**config.mk**
```make
export PLATFORM = sky130hd
export DESIGN_NAME = ssp_spi_top
export DESIGN_NICKNAME = d
export VERILOG_FILES = /design/src/pkg/ssp_pkg.sv /design/src/pkg/ssp_baud_if.sv /design/src/rtl/ssp_baud.sv /design/src/rtl/ssp_spi_top.sv
export VERILOG_INCLUDE_DIRS = /design/src /design/src/pkg
export SDC_FILE = /design/constraint.sdc
export NUM_CORES = 1
export LEC_CHECK = 0
export ABC_AREA = 1
export BUFFER_PORTS_ARGS = -buffer_cell sky130_fd_sc_hd__buf_4
export CAP_MARGIN = 20
export CORE_MARGIN = 2
export CORE_UTILIZATION = 40
export CTS_CLUSTER_SIZE = 24
export DETAILED_ROUTE_END_ITERATION = 12
export GPL_TIMING_DRIVEN = 0
export SLEW_MARGIN = 20
export SYNTH_ARGS = -nofsm -noshare
export SYNTH_HDL_FRONTEND = slang
export SYNTH_SLANG_ARGS = --single-unit
```
**constraint.sdc**
```tcl
create_clock -name mclk -period 1.83 [get_ports mclk]
set_input_delay 0.183 -clock mclk [delete_from_list [all_inputs] [get_ports mclk]]
set_output_delay 0.183 -clock mclk [all_outputs]
set_load 0.02 [all_outputs]
```
**src/pkg/ssp_defs.svh**
```systemverilog
// Purpose: constants of the SPI serial unit
// Assumes: included by the package and the top module
// Notes: offsets are APB byte addresses
`ifndef SSP_DEFS_SVH
`define SSP_DEFS_SVH
// ****************************************
// Register offsets
// ****************************************
`define SSP_OFS_CTRL 8'h00
`define SSP_OFS_MODE 8'h04
`define SSP_OFS_FLAGS 8'h08
`define SSP_OFS_EXT 8'h0C
`define SSP_OFS_DATA 8'h10
`define SSP_OFS_BAUD 8'h14
`define SSP_OFS_FCNT 8'h18
`define SSP_OFS_ISTAT 8'h1C
`define SSP_OFS_IMASK 8'h20
// ****************************************
// Field positions and codes
// ****************************************
`define SSP_CTRL_PCLR 7
`define SSP_FLAGS_ECLR 7
`define SSP_MODE_SPI 3'h2
`define SSP_LEN_5 3'h1
`define SSP_LEN_6 3'h2
`define SSP_LEN_7 3'h3
`define SSP_LEN_9 3'h4
`define SSP_IRQ_RX 0
`define SSP_IRQ_TX 1
`define SSP_IRQ_IDLE 2
`define SSP_IRQ_OVR 3
// ****************************************
// Reset values
// ****************************************
`define SSP_RST_TX_EMPTY 1'h1
`define SSP_RST_SCK 1'h1
`define SSP_RST_PIN_SYNC 3'h7
`endif

```
**src/pkg/ssp_pkg.sv**
```systemverilog
// Purpose: types shared by the SPI serial unit
// Assumes: ssp_defs.svh on the include path
// Notes: register layouts are packed structs
package ssp_pkg;
  `include "ssp_defs.svh"

  // Control register layout, bit 7 first
  typedef struct packed {
    logic programmable_clear;
    logic role_select;
    logic spi_select;
    logic rx_irq_enable;
    logic tx_irq_enable;
    logic tx_bus_idle_irq_enable;
    logic rx_enable;
    logic tx_enable;
  } ssp_ctrl_t;

  typedef struct packed {
    logic [2:0] operating_mode_field;
    logic wakeup_control;
    logic clock_invert;
    logic bit_direction_select;
    logic clock_output_enable;
    logic data_output_enable;
  } ssp_mode_t;

  typedef struct packed {
    logic output_pin_set;
    logic [1:0] rsvd;
    logic [1:0] frame_wait_field;
    logic [2:0] frame_length_field;
  } ssp_ext_t;

  typedef enum logic [1:0] {ST_IDLE, ST_SHIFT, ST_WAIT} ssp_fsm_t;

  // Frame length in bits from the length field
  function automatic logic [3:0] ssp_len(input logic [2:0] c);
    unique case (c)
      `SSP_LEN_5: ssp_len = 4'h5;
      `SSP_LEN_6: ssp_len = 4'h6;
      `SSP_LEN_7: ssp_len = 4'h7;
      `SSP_LEN_9: ssp_len = 4'h9;
      default: ssp_len = 4'h8;
    endcase
  endfunction
endpackage

```
**src/pkg/ssp_baud_if.sv**
```systemverilog
// Purpose: link between top and baud divider
// Assumes: single clock domain mclk
// Notes: tick marks one half serial-clock period
`timescale 1ns/100ps
`default_nettype none
interface ssp_baud_if;
  logic run;
  logic [15:0] divisor;
  logic tick;
  modport prov (input run, input divisor, output tick);
  modport user (output run, output divisor, input tick);
endinterface
`default_nettype wire

```
**src/rtl/ssp_baud.sv**
```systemverilog
// Purpose: half-period enable for the generated clock
// Assumes: divisor stable while run is high
// Notes: first tick comes divisor+1 cycles after run rises
`timescale 1ns/100ps
`default_nettype none
module ssp_baud import ssp_pkg::*; (
  // Clock and reset
  input wire logic mclk,
  input wire logic resetn,
  // Divider link
  ssp_baud_if.prov bif
);
  typedef struct packed {
    logic [15:0] cnt;
    logic tick;
  } ssp_baud_st_t;

  ssp_baud_st_t r;
  ssp_baud_st_t n;

  // Count restarts whenever the engine idles
  always_comb begin
    n = r;
    n.tick = 1'b0;
    if (!bif.run) begin
      n.cnt = 16'h0000;
    end else if (r.cnt == bif.divisor) begin
      n.cnt = 16'h0000;
      n.tick = 1'b1;
    end else begin
      n.cnt = r.cnt + 16'h0001;
    end
  end

  always_ff @(posedge mclk or negedge resetn) begin
    if (!resetn) begin
      r <= '0;
    end else begin
      r <= n;
    end
  end

  assign bif.tick = r.tick;
endmodule // ssp_baud
`default_nettype wire

```
**src/rtl/ssp_spi_top.sv**
```systemverilog
// Purpose: serial unit in SPI mode, clock idles high
// Assumes: APB master on mclk, serial pins asynchronous
// Notes: every APB access takes one wait state
// Operation
// - Master needs role 0, clock out 1; slave role 1, clock out 0.
// - Master data write clears empty flag, drives bit one, shifts on rises.
// - Master sets empty flag half a clock before first fall.
// - Empty flag with transmit interrupt enable raises transmit interrupt; next word may follow.
// - Master reception samples data on falling edges of generated clock.
// - Last received bit sets full flag, may interrupt, word readable.
// - Reading received word clears the full flag.
// - Frame count makes master clock exactly that many frames.
// - Full duplex shifts out on rises and samples on falls.
// - Nonzero wait field inserts idle time between master frames.
// - Slave data write clears empty flag, bit one driven, flag returns.
// - Slave reception samples on falling edges of peer clock.
// - Switch to transmit; written word shifts after reception ends.
`timescale 1ns/100ps
`default_nettype none
`include "ssp_defs.svh"
module ssp_spi_top import ssp_pkg::*; (
  // Clock and reset
  input wire logic mclk,
  input wire logic resetn,
  // APB slave
  input wire logic psel,
  input wire logic penable,
  input wire logic pwrite,
  input wire logic [7:0] paddr,
  input wire logic [31:0] pwdata,
  output logic [31:0] prdata,
  output logic pready,
  output logic pslverr,
  // Serial pins
  input wire logic sck_in,
  output logic sck_out,
  output logic sck_oe,
  input wire logic sdata_in,
  output logic sdata_out,
  output logic sdata_oe,
  // Interrupt
  output logic irq
);
  // ****************************************
  // State
  // ****************************************
  typedef struct packed {
    ssp_ctrl_t ctrl;
    ssp_mode_t mode;
    ssp_ext_t ext;
    logic [15:0] baud;
    logic [7:0] fcnt;
    logic [8:0] tx_buf;
    logic [8:0] rx_word;
    logic tx_empty;
    logic rx_full;
    logic overrun;
    logic [3:0] ist;
    logic [3:0] imask;
    ssp_fsm_t st;
    logic [8:0] sh;
    logic [8:0] rsh;
    logic [3:0] bitcnt;
    logic last;
    logic [2:0] wcnt;
    logic sck_o;
    logic sck_oe;
    logic dout;
    logic dout_oe;
    logic [2:0] sck_s;
    logic [1:0] din_s;
    logic irq;
    logic [31:0] prdata;
    logic pready;
    logic pslverr;
  } ssp_regs_t;

  ssp_regs_t r;
  ssp_regs_t n;

  logic [3:0] len;
  logic [8:0] lmask;
  logic mode_ok;
  logic master;
  logic slave;
  logic sck_fall;
  logic sck_rise;
  logic fall_ev;
  logic rise_ev;
  logic acc;
  logic wr;
  logic rd;
  logic pend;
  logic start;
  logic rxs;
  logic rx_done;
  logic [3:0] bc;
  logic hit;
  logic [31:0] rdata;
  logic [8:0] rsh_n;
  logic [8:0] sh_n;
  logic [3:0] w1c;
  logic [3:0] iset;

  ssp_baud_if bif();

  ssp_baud u_baud (
    .mclk(mclk),
    .resetn(resetn),
    .bif(bif)
  );

  // Divider runs only while a master frame or wait is in progress
  assign bif.run = master & (r.st != ST_IDLE);
  assign bif.divisor = r.baud;

  // ****************************************
  // Next-state logic
  // ****************************************
  always_comb begin
    n = r;
    len = ssp_len(r.ext.frame_length_field);
    lmask = 9'h1FF >> (4'h9 - len);
    mode_ok = (r.mode.operating_mode_field == `SSP_MODE_SPI) & r.ctrl.spi_select
      & !r.mode.clock_invert;
    master = mode_ok & !r.ctrl.role_select & r.mode.clock_output_enable;
    slave = mode_ok & r.ctrl.role_select & !r.mode.clock_output_enable;
    // Edges only from the second synchroniser stage onward
    sck_fall = r.sck_s[2] & !r.sck_s[1];
    sck_rise = !r.sck_s[2] & r.sck_s[1];
    fall_ev = master ? (bif.tick & r.sck_o) : (slave & sck_fall);
    rise_ev = master ? (bif.tick & !r.sck_o) : (slave & sck_rise);
    acc = psel & penable;
    wr = acc & pwrite & r.pready;
    rd = acc & !pwrite & r.pready;
    // counted frames keep the master clocking
    pend = r.ctrl.tx_enable & (!r.tx_empty | (r.fcnt != 8'h00));
    start = 1'b0;
    rxs = 1'b0;
    rx_done = 1'b0;
    rsh_n = r.rsh;
    sh_n = r.bitcnt == 4'h0 ? r.sh : r.sh;
    n.sck_s = {r.sck_s[1:0], sck_in};
    n.din_s = {r.din_s[0], sdata_in};

    // Frame sequencer
    unique case (r.st)
      ST_IDLE: begin
        n.sck_o = 1'b1;
        // master clocks only with a written word or counted frames pending
        if (master & pend) begin
          start = 1'b1;
        // slave load assumes clock idle high
        end else if (slave & r.ctrl.tx_enable & !r.tx_empty) begin
          start = 1'b1;
        end else if (slave & sck_fall & r.ctrl.rx_enable) begin
          rxs = 1'b1;
          n.st = ST_SHIFT;
          n.bitcnt = 4'h0;
        end
      end
      ST_SHIFT: begin
        if (rise_ev) begin
          if (master) begin
            n.sck_o = 1'b1;
          end
          if (r.last) begin
            n.last = 1'b0;
            if (pend & (r.ext.frame_wait_field != 2'h0)) begin
              n.st = ST_WAIT;
              n.wcnt = {r.ext.frame_wait_field, 1'b0};
            end else begin
              n.st = ST_IDLE;
            end
          end else begin
            sh_n = r.mode.bit_direction_select ? {r.sh[7:0], 1'b0} : {1'b0, r.sh[8:1]};
            n.sh = sh_n;
            n.dout = r.mode.bit_direction_select ? sh_n[len - 4'h1] : sh_n[0];
          end
        end
      end
      ST_WAIT: begin
        if (bif.tick) begin
          n.wcnt = r.wcnt - 3'h1;
          if (r.wcnt == 3'h1) begin
            n.st = ST_IDLE;
          end
        end
      end
    endcase

    // A frame opened by this very fall counts from zero, not from the stale count
    bc = rxs ? 4'h0 : r.bitcnt;
    if (((r.st == ST_SHIFT) | rxs) & fall_ev) begin
      if (master) begin
        n.sck_o = 1'b0;
      end
      if (r.mode.bit_direction_select) begin
        rsh_n = {r.rsh[7:0], r.din_s[1]};
      end else begin
        rsh_n = r.rsh >> 1;
        rsh_n[len - 4'h1] = r.din_s[1];
      end
      n.rsh = rsh_n;
      if (bc == len - 4'h1) begin
        rx_done = r.ctrl.rx_enable;
        n.last = master;
        if (slave) begin
          n.st = ST_IDLE;
        end
      end else begin
        n.bitcnt = bc + 4'h1;
      end
    end

    if (start) begin
      n.sh = r.tx_buf;
      n.dout = r.mode.bit_direction_select ? r.tx_buf[len - 4'h1] : r.tx_buf[0];
      // empty again as the frame opens
      // slave flag returns with bit one
      n.tx_empty = 1'b1;
      n.st = ST_SHIFT;
      n.bitcnt = 4'h0;
      n.last = 1'b0;
      n.rsh = 9'h000;
      if (master & (r.fcnt != 8'h00)) begin
        n.fcnt = r.fcnt - 8'h01;
      end
    end

    // Leaving the mode aborts any frame
    if (!(master | slave)) begin
      n.st = ST_IDLE;
      n.sck_o = 1'b1;
    end

    // Register writes take effect as pready is sampled
    if (wr) begin
      case (paddr)
        `SSP_OFS_CTRL: begin
          n.ctrl = pwdata[7:0];
          n.ctrl.programmable_clear = 1'b0;
          if (pwdata[`SSP_CTRL_PCLR]) begin
            n.st = ST_IDLE;
            n.sck_o = 1'b1;
            n.last = 1'b0;
            n.tx_empty = 1'b1;
          end
        end
        `SSP_OFS_MODE: n.mode = pwdata[7:0];
        `SSP_OFS_FLAGS: begin
          if (pwdata[`SSP_FLAGS_ECLR]) begin
            n.overrun = 1'b0;
          end
        end
        `SSP_OFS_EXT: n.ext = pwdata[7:0];
        `SSP_OFS_DATA: begin
          // new word waits for reception end
          n.tx_buf = pwdata[8:0];
          n.tx_empty = 1'b0;
        end
        `SSP_OFS_BAUD: n.baud = pwdata[15:0];
        `SSP_OFS_FCNT: n.fcnt = pwdata[7:0];
        `SSP_OFS_IMASK: n.imask = pwdata[3:0];
        default: n.ctrl = n.ctrl;
      endcase
    end

    if (rd & (paddr == `SSP_OFS_DATA)) begin
      n.rx_full = 1'b0;
    end
    // set wins over the read clear
    if (rx_done) begin
      n.rx_word = rsh_n & lmask;
      n.rx_full = 1'b1;
      if (r.rx_full & !(rd & (paddr == `SSP_OFS_DATA))) begin
        n.overrun = 1'b1;
      end
    end

    // interrupt sources, sticky with set over clear
    iset = 4'h0;
    iset[`SSP_IRQ_RX] = r.rx_full & r.ctrl.rx_irq_enable;
    iset[`SSP_IRQ_TX] = r.tx_empty & r.ctrl.tx_irq_enable;
    iset[`SSP_IRQ_IDLE] = r.tx_empty & (r.st == ST_IDLE) & r.ctrl.tx_bus_idle_irq_enable;
    iset[`SSP_IRQ_OVR] = r.overrun;
    w1c = (wr & (paddr == `SSP_OFS_ISTAT)) ? pwdata[3:0] : 4'h0;
    n.ist = (r.ist & ~w1c) | iset;
    n.irq = |(n.ist & n.imask);

    // Pin enables follow the registered mode
    n.sck_oe = master;
    n.dout_oe = (master | slave) & r.mode.data_output_enable & r.ctrl.tx_enable;

    // Read mux; unmapped addresses answer with an error
    hit = 1'b1;
    case (paddr)
      `SSP_OFS_CTRL: rdata = {24'h000000, r.ctrl};
      `SSP_OFS_MODE: rdata = {24'h000000, r.mode};
      `SSP_OFS_FLAGS: rdata = {28'h0000000, r.overrun, r.rx_full, r.tx_empty,
        r.tx_empty & (r.st == ST_IDLE)};
      `SSP_OFS_EXT: rdata = {24'h000000, r.ext};
      `SSP_OFS_DATA: rdata = {23'h000000, r.rx_word};
      `SSP_OFS_BAUD: rdata = {16'h0000, r.baud};
      `SSP_OFS_FCNT: rdata = {24'h000000, r.fcnt};
      `SSP_OFS_ISTAT: rdata = {28'h0000000, r.ist};
      `SSP_OFS_IMASK: rdata = {28'h0000000, r.imask};
      default: begin
        rdata = 32'h00000000;
        hit = 1'b0;
      end
    endcase
    n.pready = acc & !r.pready;
    if (acc & !r.pready) begin
      n.prdata = rdata;
      n.pslverr = !hit;
    end
  end

  // ****************************************
  // State register
  // ****************************************
  always_ff @(posedge mclk or negedge resetn) begin
    if (!resetn) begin
      r <= '0;
      r.tx_empty <= `SSP_RST_TX_EMPTY;
      r.sck_o <= `SSP_RST_SCK;
      r.sck_s <= `SSP_RST_PIN_SYNC;
    end else begin
      r <= n;
    end
  end

  // Ports come straight from the state register
  assign prdata = r.prdata;
  assign pready = r.pready;
  assign pslverr = r.pslverr;
  assign sck_out = r.sck_o;
  assign sck_oe = r.sck_oe;
  assign sdata_out = r.dout;
  assign sdata_oe = r.dout_oe;
  assign irq = r.irq;
endmodule // ssp_spi_top
`default_nettype wire

```
==> run_results.csv <==
group,metric,value,unit
placement,dp_hpwl,17400,µm
yosys,avgSynthCellArea,7.92,µm²
grt,gr-total-overflow,0,
critical_path,rr_worst_depth,12,
floorplanning,row_count,52,
layout,antennaDiodeCount,0,
timing,rsz0062_at_grt,"yes",
grt,antenna_found_initial,0,
layout,area_growth,39.4,%
power_and_ir_drop,ir_drop,0.000396,V
clock_network,cts_buffers,17,
clock_network,htreeDepth,4,
grt,grt_pass1_wl,39900,µm
critical_path,critical_path_class,"reg2reg",
critical_path,crit_path_max_fanout,5,
route,drtPass1Iterations,5,
critical_path,cp_cell_sequence,"inv_1 -> nand4_4 -> nor2_4 -> buf_6 -> nand3_4 -> nand3_4 -> buf_4 -> a21oi_4 -> nand2_4 -> nor2_4 -> nand3_2 -> nand2_1",
placement,io_buffers,53,
timing,relSlewSlack,62.8,%
timing,min_period_over_period,123,%
route,wl,26700,µm
floorplanning,dieWidth,148,µm
yosys,ys_seq_area_share,44.8,%
timing,fin_tns_setup,-15.17,ns
timing,period_minus_slack,2.25,ns
timing,whs,0.0354,ns
critical_path,crit_family,"simple AND/OR/NAND/NOR gates",
yosys,yosysWarnings,0,
clock_network,clk_pin_slew,0.07,ns
floorplanning,fp.dieArea,22000,µm²
critical_path,worstPathRequired,2.20,ns
floorplanning,start_util,41.0,%
critical_path,reg2reg_slack,-0.42,ns
grt,grt_max_degree,84,
critical_path,critPathCaptureType,"flip-flop",
route,drtAntennaViolNets,0,
route,routed-via-count,7991,
hold_path,hold_end,"r[81]$_DFFE_PN0P_",
layout,final_nets,1297,
yosys,synthCells,1054,
clock_network,cts_sinks,149,
hold_path,min_path_cells,3,
clock_network,cts_root_buffer,"clkbuf_16",
floorplanning,core_area,20400,µm²
layout,layout_common_cells,"nand2_1 (188), dfrtp_1 (142), buf_4 (126)",
grt,first_global_vias,7442,
layout,drive_gt1_share,31.9,%
timing,worstMarginPinSlew,0.544,ns
critical_path,timing.rr.start,"r[134]$_DFFE_PN0P_",
run_status,outcome,"finished, violations left",
timing,drv_slew,0,
timing,setup-violations-final,65,
clock_network,clock_latency,0.44,ns
power_and_ir_drop,power_density,621,nW/µm²
critical_path,cp.arrival,2.62,ns
yosys,synth_cell_types,54,
critical_path,cp_slowest_stage_delay,0.49,ns
power_and_ir_drop,power_leakage,5.49,nW
route,wl_per_cell,17.6,µm
placement,gp_congestion,0.887,
critical_path,cp_num_buf_inv,3,
layout,layout.cells.most_common,"nand2_1",
timing,fmax,444,MHz
route,drc,0,
route,via_per_inst,5.27,
clock_network,clockBufferDepth,2,
critical_path,r2r-end,"iset[3]$_DFF_PN0_",
route,drt_iter0_markers,586,
run_status,violations,"setup timing",
yosys,ys_ff_latch,149,
timing,setup_slack,-0.420,ns
job,drv_cap,0,
floorplanning,die_h,148,µm
critical_path,start_kind,"flip-flop",
floorplanning,ios,86,
timing,fin_skew,0.0107,ns
clock_network,cts_tree,"done",
critical_path,critical_path.slowest_cell,"dfrtp_1",
grt,grt_usage,23.4,%
hold_path,hold_class,"in2reg",
yosys,syn-cell-area,8340,µm²
timing,final-hold-violation-count,0,
hold_path,hp-start,"pwrite",
through the flow:
stage          cell area [µm²]  utilization [%]  setup WS, ns  instances  power, mW
6_report                 11600             57.1        -0.420       1516       7.22
3_3_place_gp              9220             45.3        -0.679       1392       3.69
5_1_grt                  11600             57.1        -0.468       1516       7.43
3_5_place_dp              9250             45.4        -0.681       1393       3.70
4_1_cts                  10800             53.2        -0.289       1489       7.25
2_1_floorplan             8480                -       -0.0584       1069       3.52
metal layers:
layer | up-vias | wire length, µm | share of wire [%] | track usage [%]
met5 | - | 0 | 0 | 0
met4 | 0 | 899 | 3.4 | 7.76
met3 | 74 | 1430 | 5.3 | 4.36
met2 | 295 | 12800 | 48 | 37.7
met1 | 3826 | 11500 | 43 | 31.9
li1 | 3796 | - | - | -
flip-flops by register name, summed over array words and instances, names as in the netlist, 3 cells and up:
name	flops
prdata	16
u_baud.r	16
n	3
bif.divisor	16
r	89
area by class of cell:
cell class	count	area [µm²]
Buffer	55	398
Clock buffer	18	439
Sequential cell	149	3740
Inverter	141	554
Tap cell	270	338
Fill cell	1820	8730
Timing Repair Buffer	141	1310
Multi-Input combinational cell	728	4710
Clock inverter	14	153
worst max-delay path by stage:
| stage | start | endpoint | cells past startpoint |
|---|---|---|---|
| finish | r[134]$_DFFE_PN0P_ | iset[3]$_DFF_PN0_ | 12 |
| global route | r[136]$_DFFE_PN0P_ | iset[3]$_DFF_PN0_ | 14 |
| CTS | r[138]$_DFFE_PN0P_ | r[61]$_DFFE_PN0P_ | 12 |
| detailed placement | r[101]$_DFF_PN0_ | r[102]$_DFF_PN0_ | 11 |
| global placement | r[101]$_DFF_PN0_ | r[102]$_DFF_PN0_ | 11 |
| floorplan | r[101]$_DFF_PN0_ | r[68]$_DFFE_PN0P_ | 14 |
cells in the mapped netlist (all sizes together):
cell     number  area (µm²)
nand2       233         910
o211ai        8        60.1
o21a          1        7.51
nand4        16         113
and2          1        6.26
and3          2        12.5
dfrtp       144        3600
a21o          3        22.5
a21boi        1        7.51
o31ai         3        22.5
nor3b         3        22.5
nor4          3        18.8
xor2         16         140
nand3        69         390
a21oi        34         174
mux2          7        78.8
a31oi        10        62.6
a22o          8        70.1
nor3         21         130
dfstp         5         131
o2111ai       2        17.5
o21ai       124         624
o22a          1        8.76
xnor2         5        43.8
inv         140         526
ha           17         213
buf          39         299
a211o         1        8.76
a221oi        5        43.8
nor2        101         420
o21bai        1        7.51
or2           2        12.5
clkinv        1        3.75
a2111oi       1        8.76
clkbuf       16        60.1
conb          1        3.75
nand3b        2        15.0
a211oi        1        7.51
o22ai         6        37.5
where the power goes:
part           switching [mW]  internal (mW)
registers              0.0140           3.31
logic                   0.222          0.136
clock network            1.68           1.86
total                    1.91           5.31
timing repair:
item,CTS,global route
hold buffers,18,0
setup buffers,38,27
hold endpoints to repair,78,0
pin swaps,33,64
cloned,8,2
gates resized for setup,110,173
setup endpoints to repair,111,87
worst register-to-register path: stages, from the launching register on:
cell,delay (ns)
dfrtp_1,0.49
inv_1,0.20
nand4_4,0.17
nor2_4,0.06
buf_6,0.12
nand3_4,0.15
nand3_4,0.11
buf_4,0.16
a21oi_4,0.27
nand2_4,0.13
nor2_4,0.13
nand3_2,0.10
nand2_1,0.10
cell families (layout without fill, tap and decap cells):
logic type               count (synthesis)  count (layout)  share of synthesized area [%]
AND/OR/NAND/NOR                        453             457                           24.6
AO/OA/AOI/OAI                          210             210                           14.3
buffers and inverters                  196             369                           10.6
flip-flops                             149             149                           44.8
XOR/XNOR                                21              21                           2.20
adder cells (fa/ha/maj)                 17              17                           2.55
multiplexers                             7               7                          0.945
other                                    1              16                         0.0449
(Power assumes the default switching activity.)
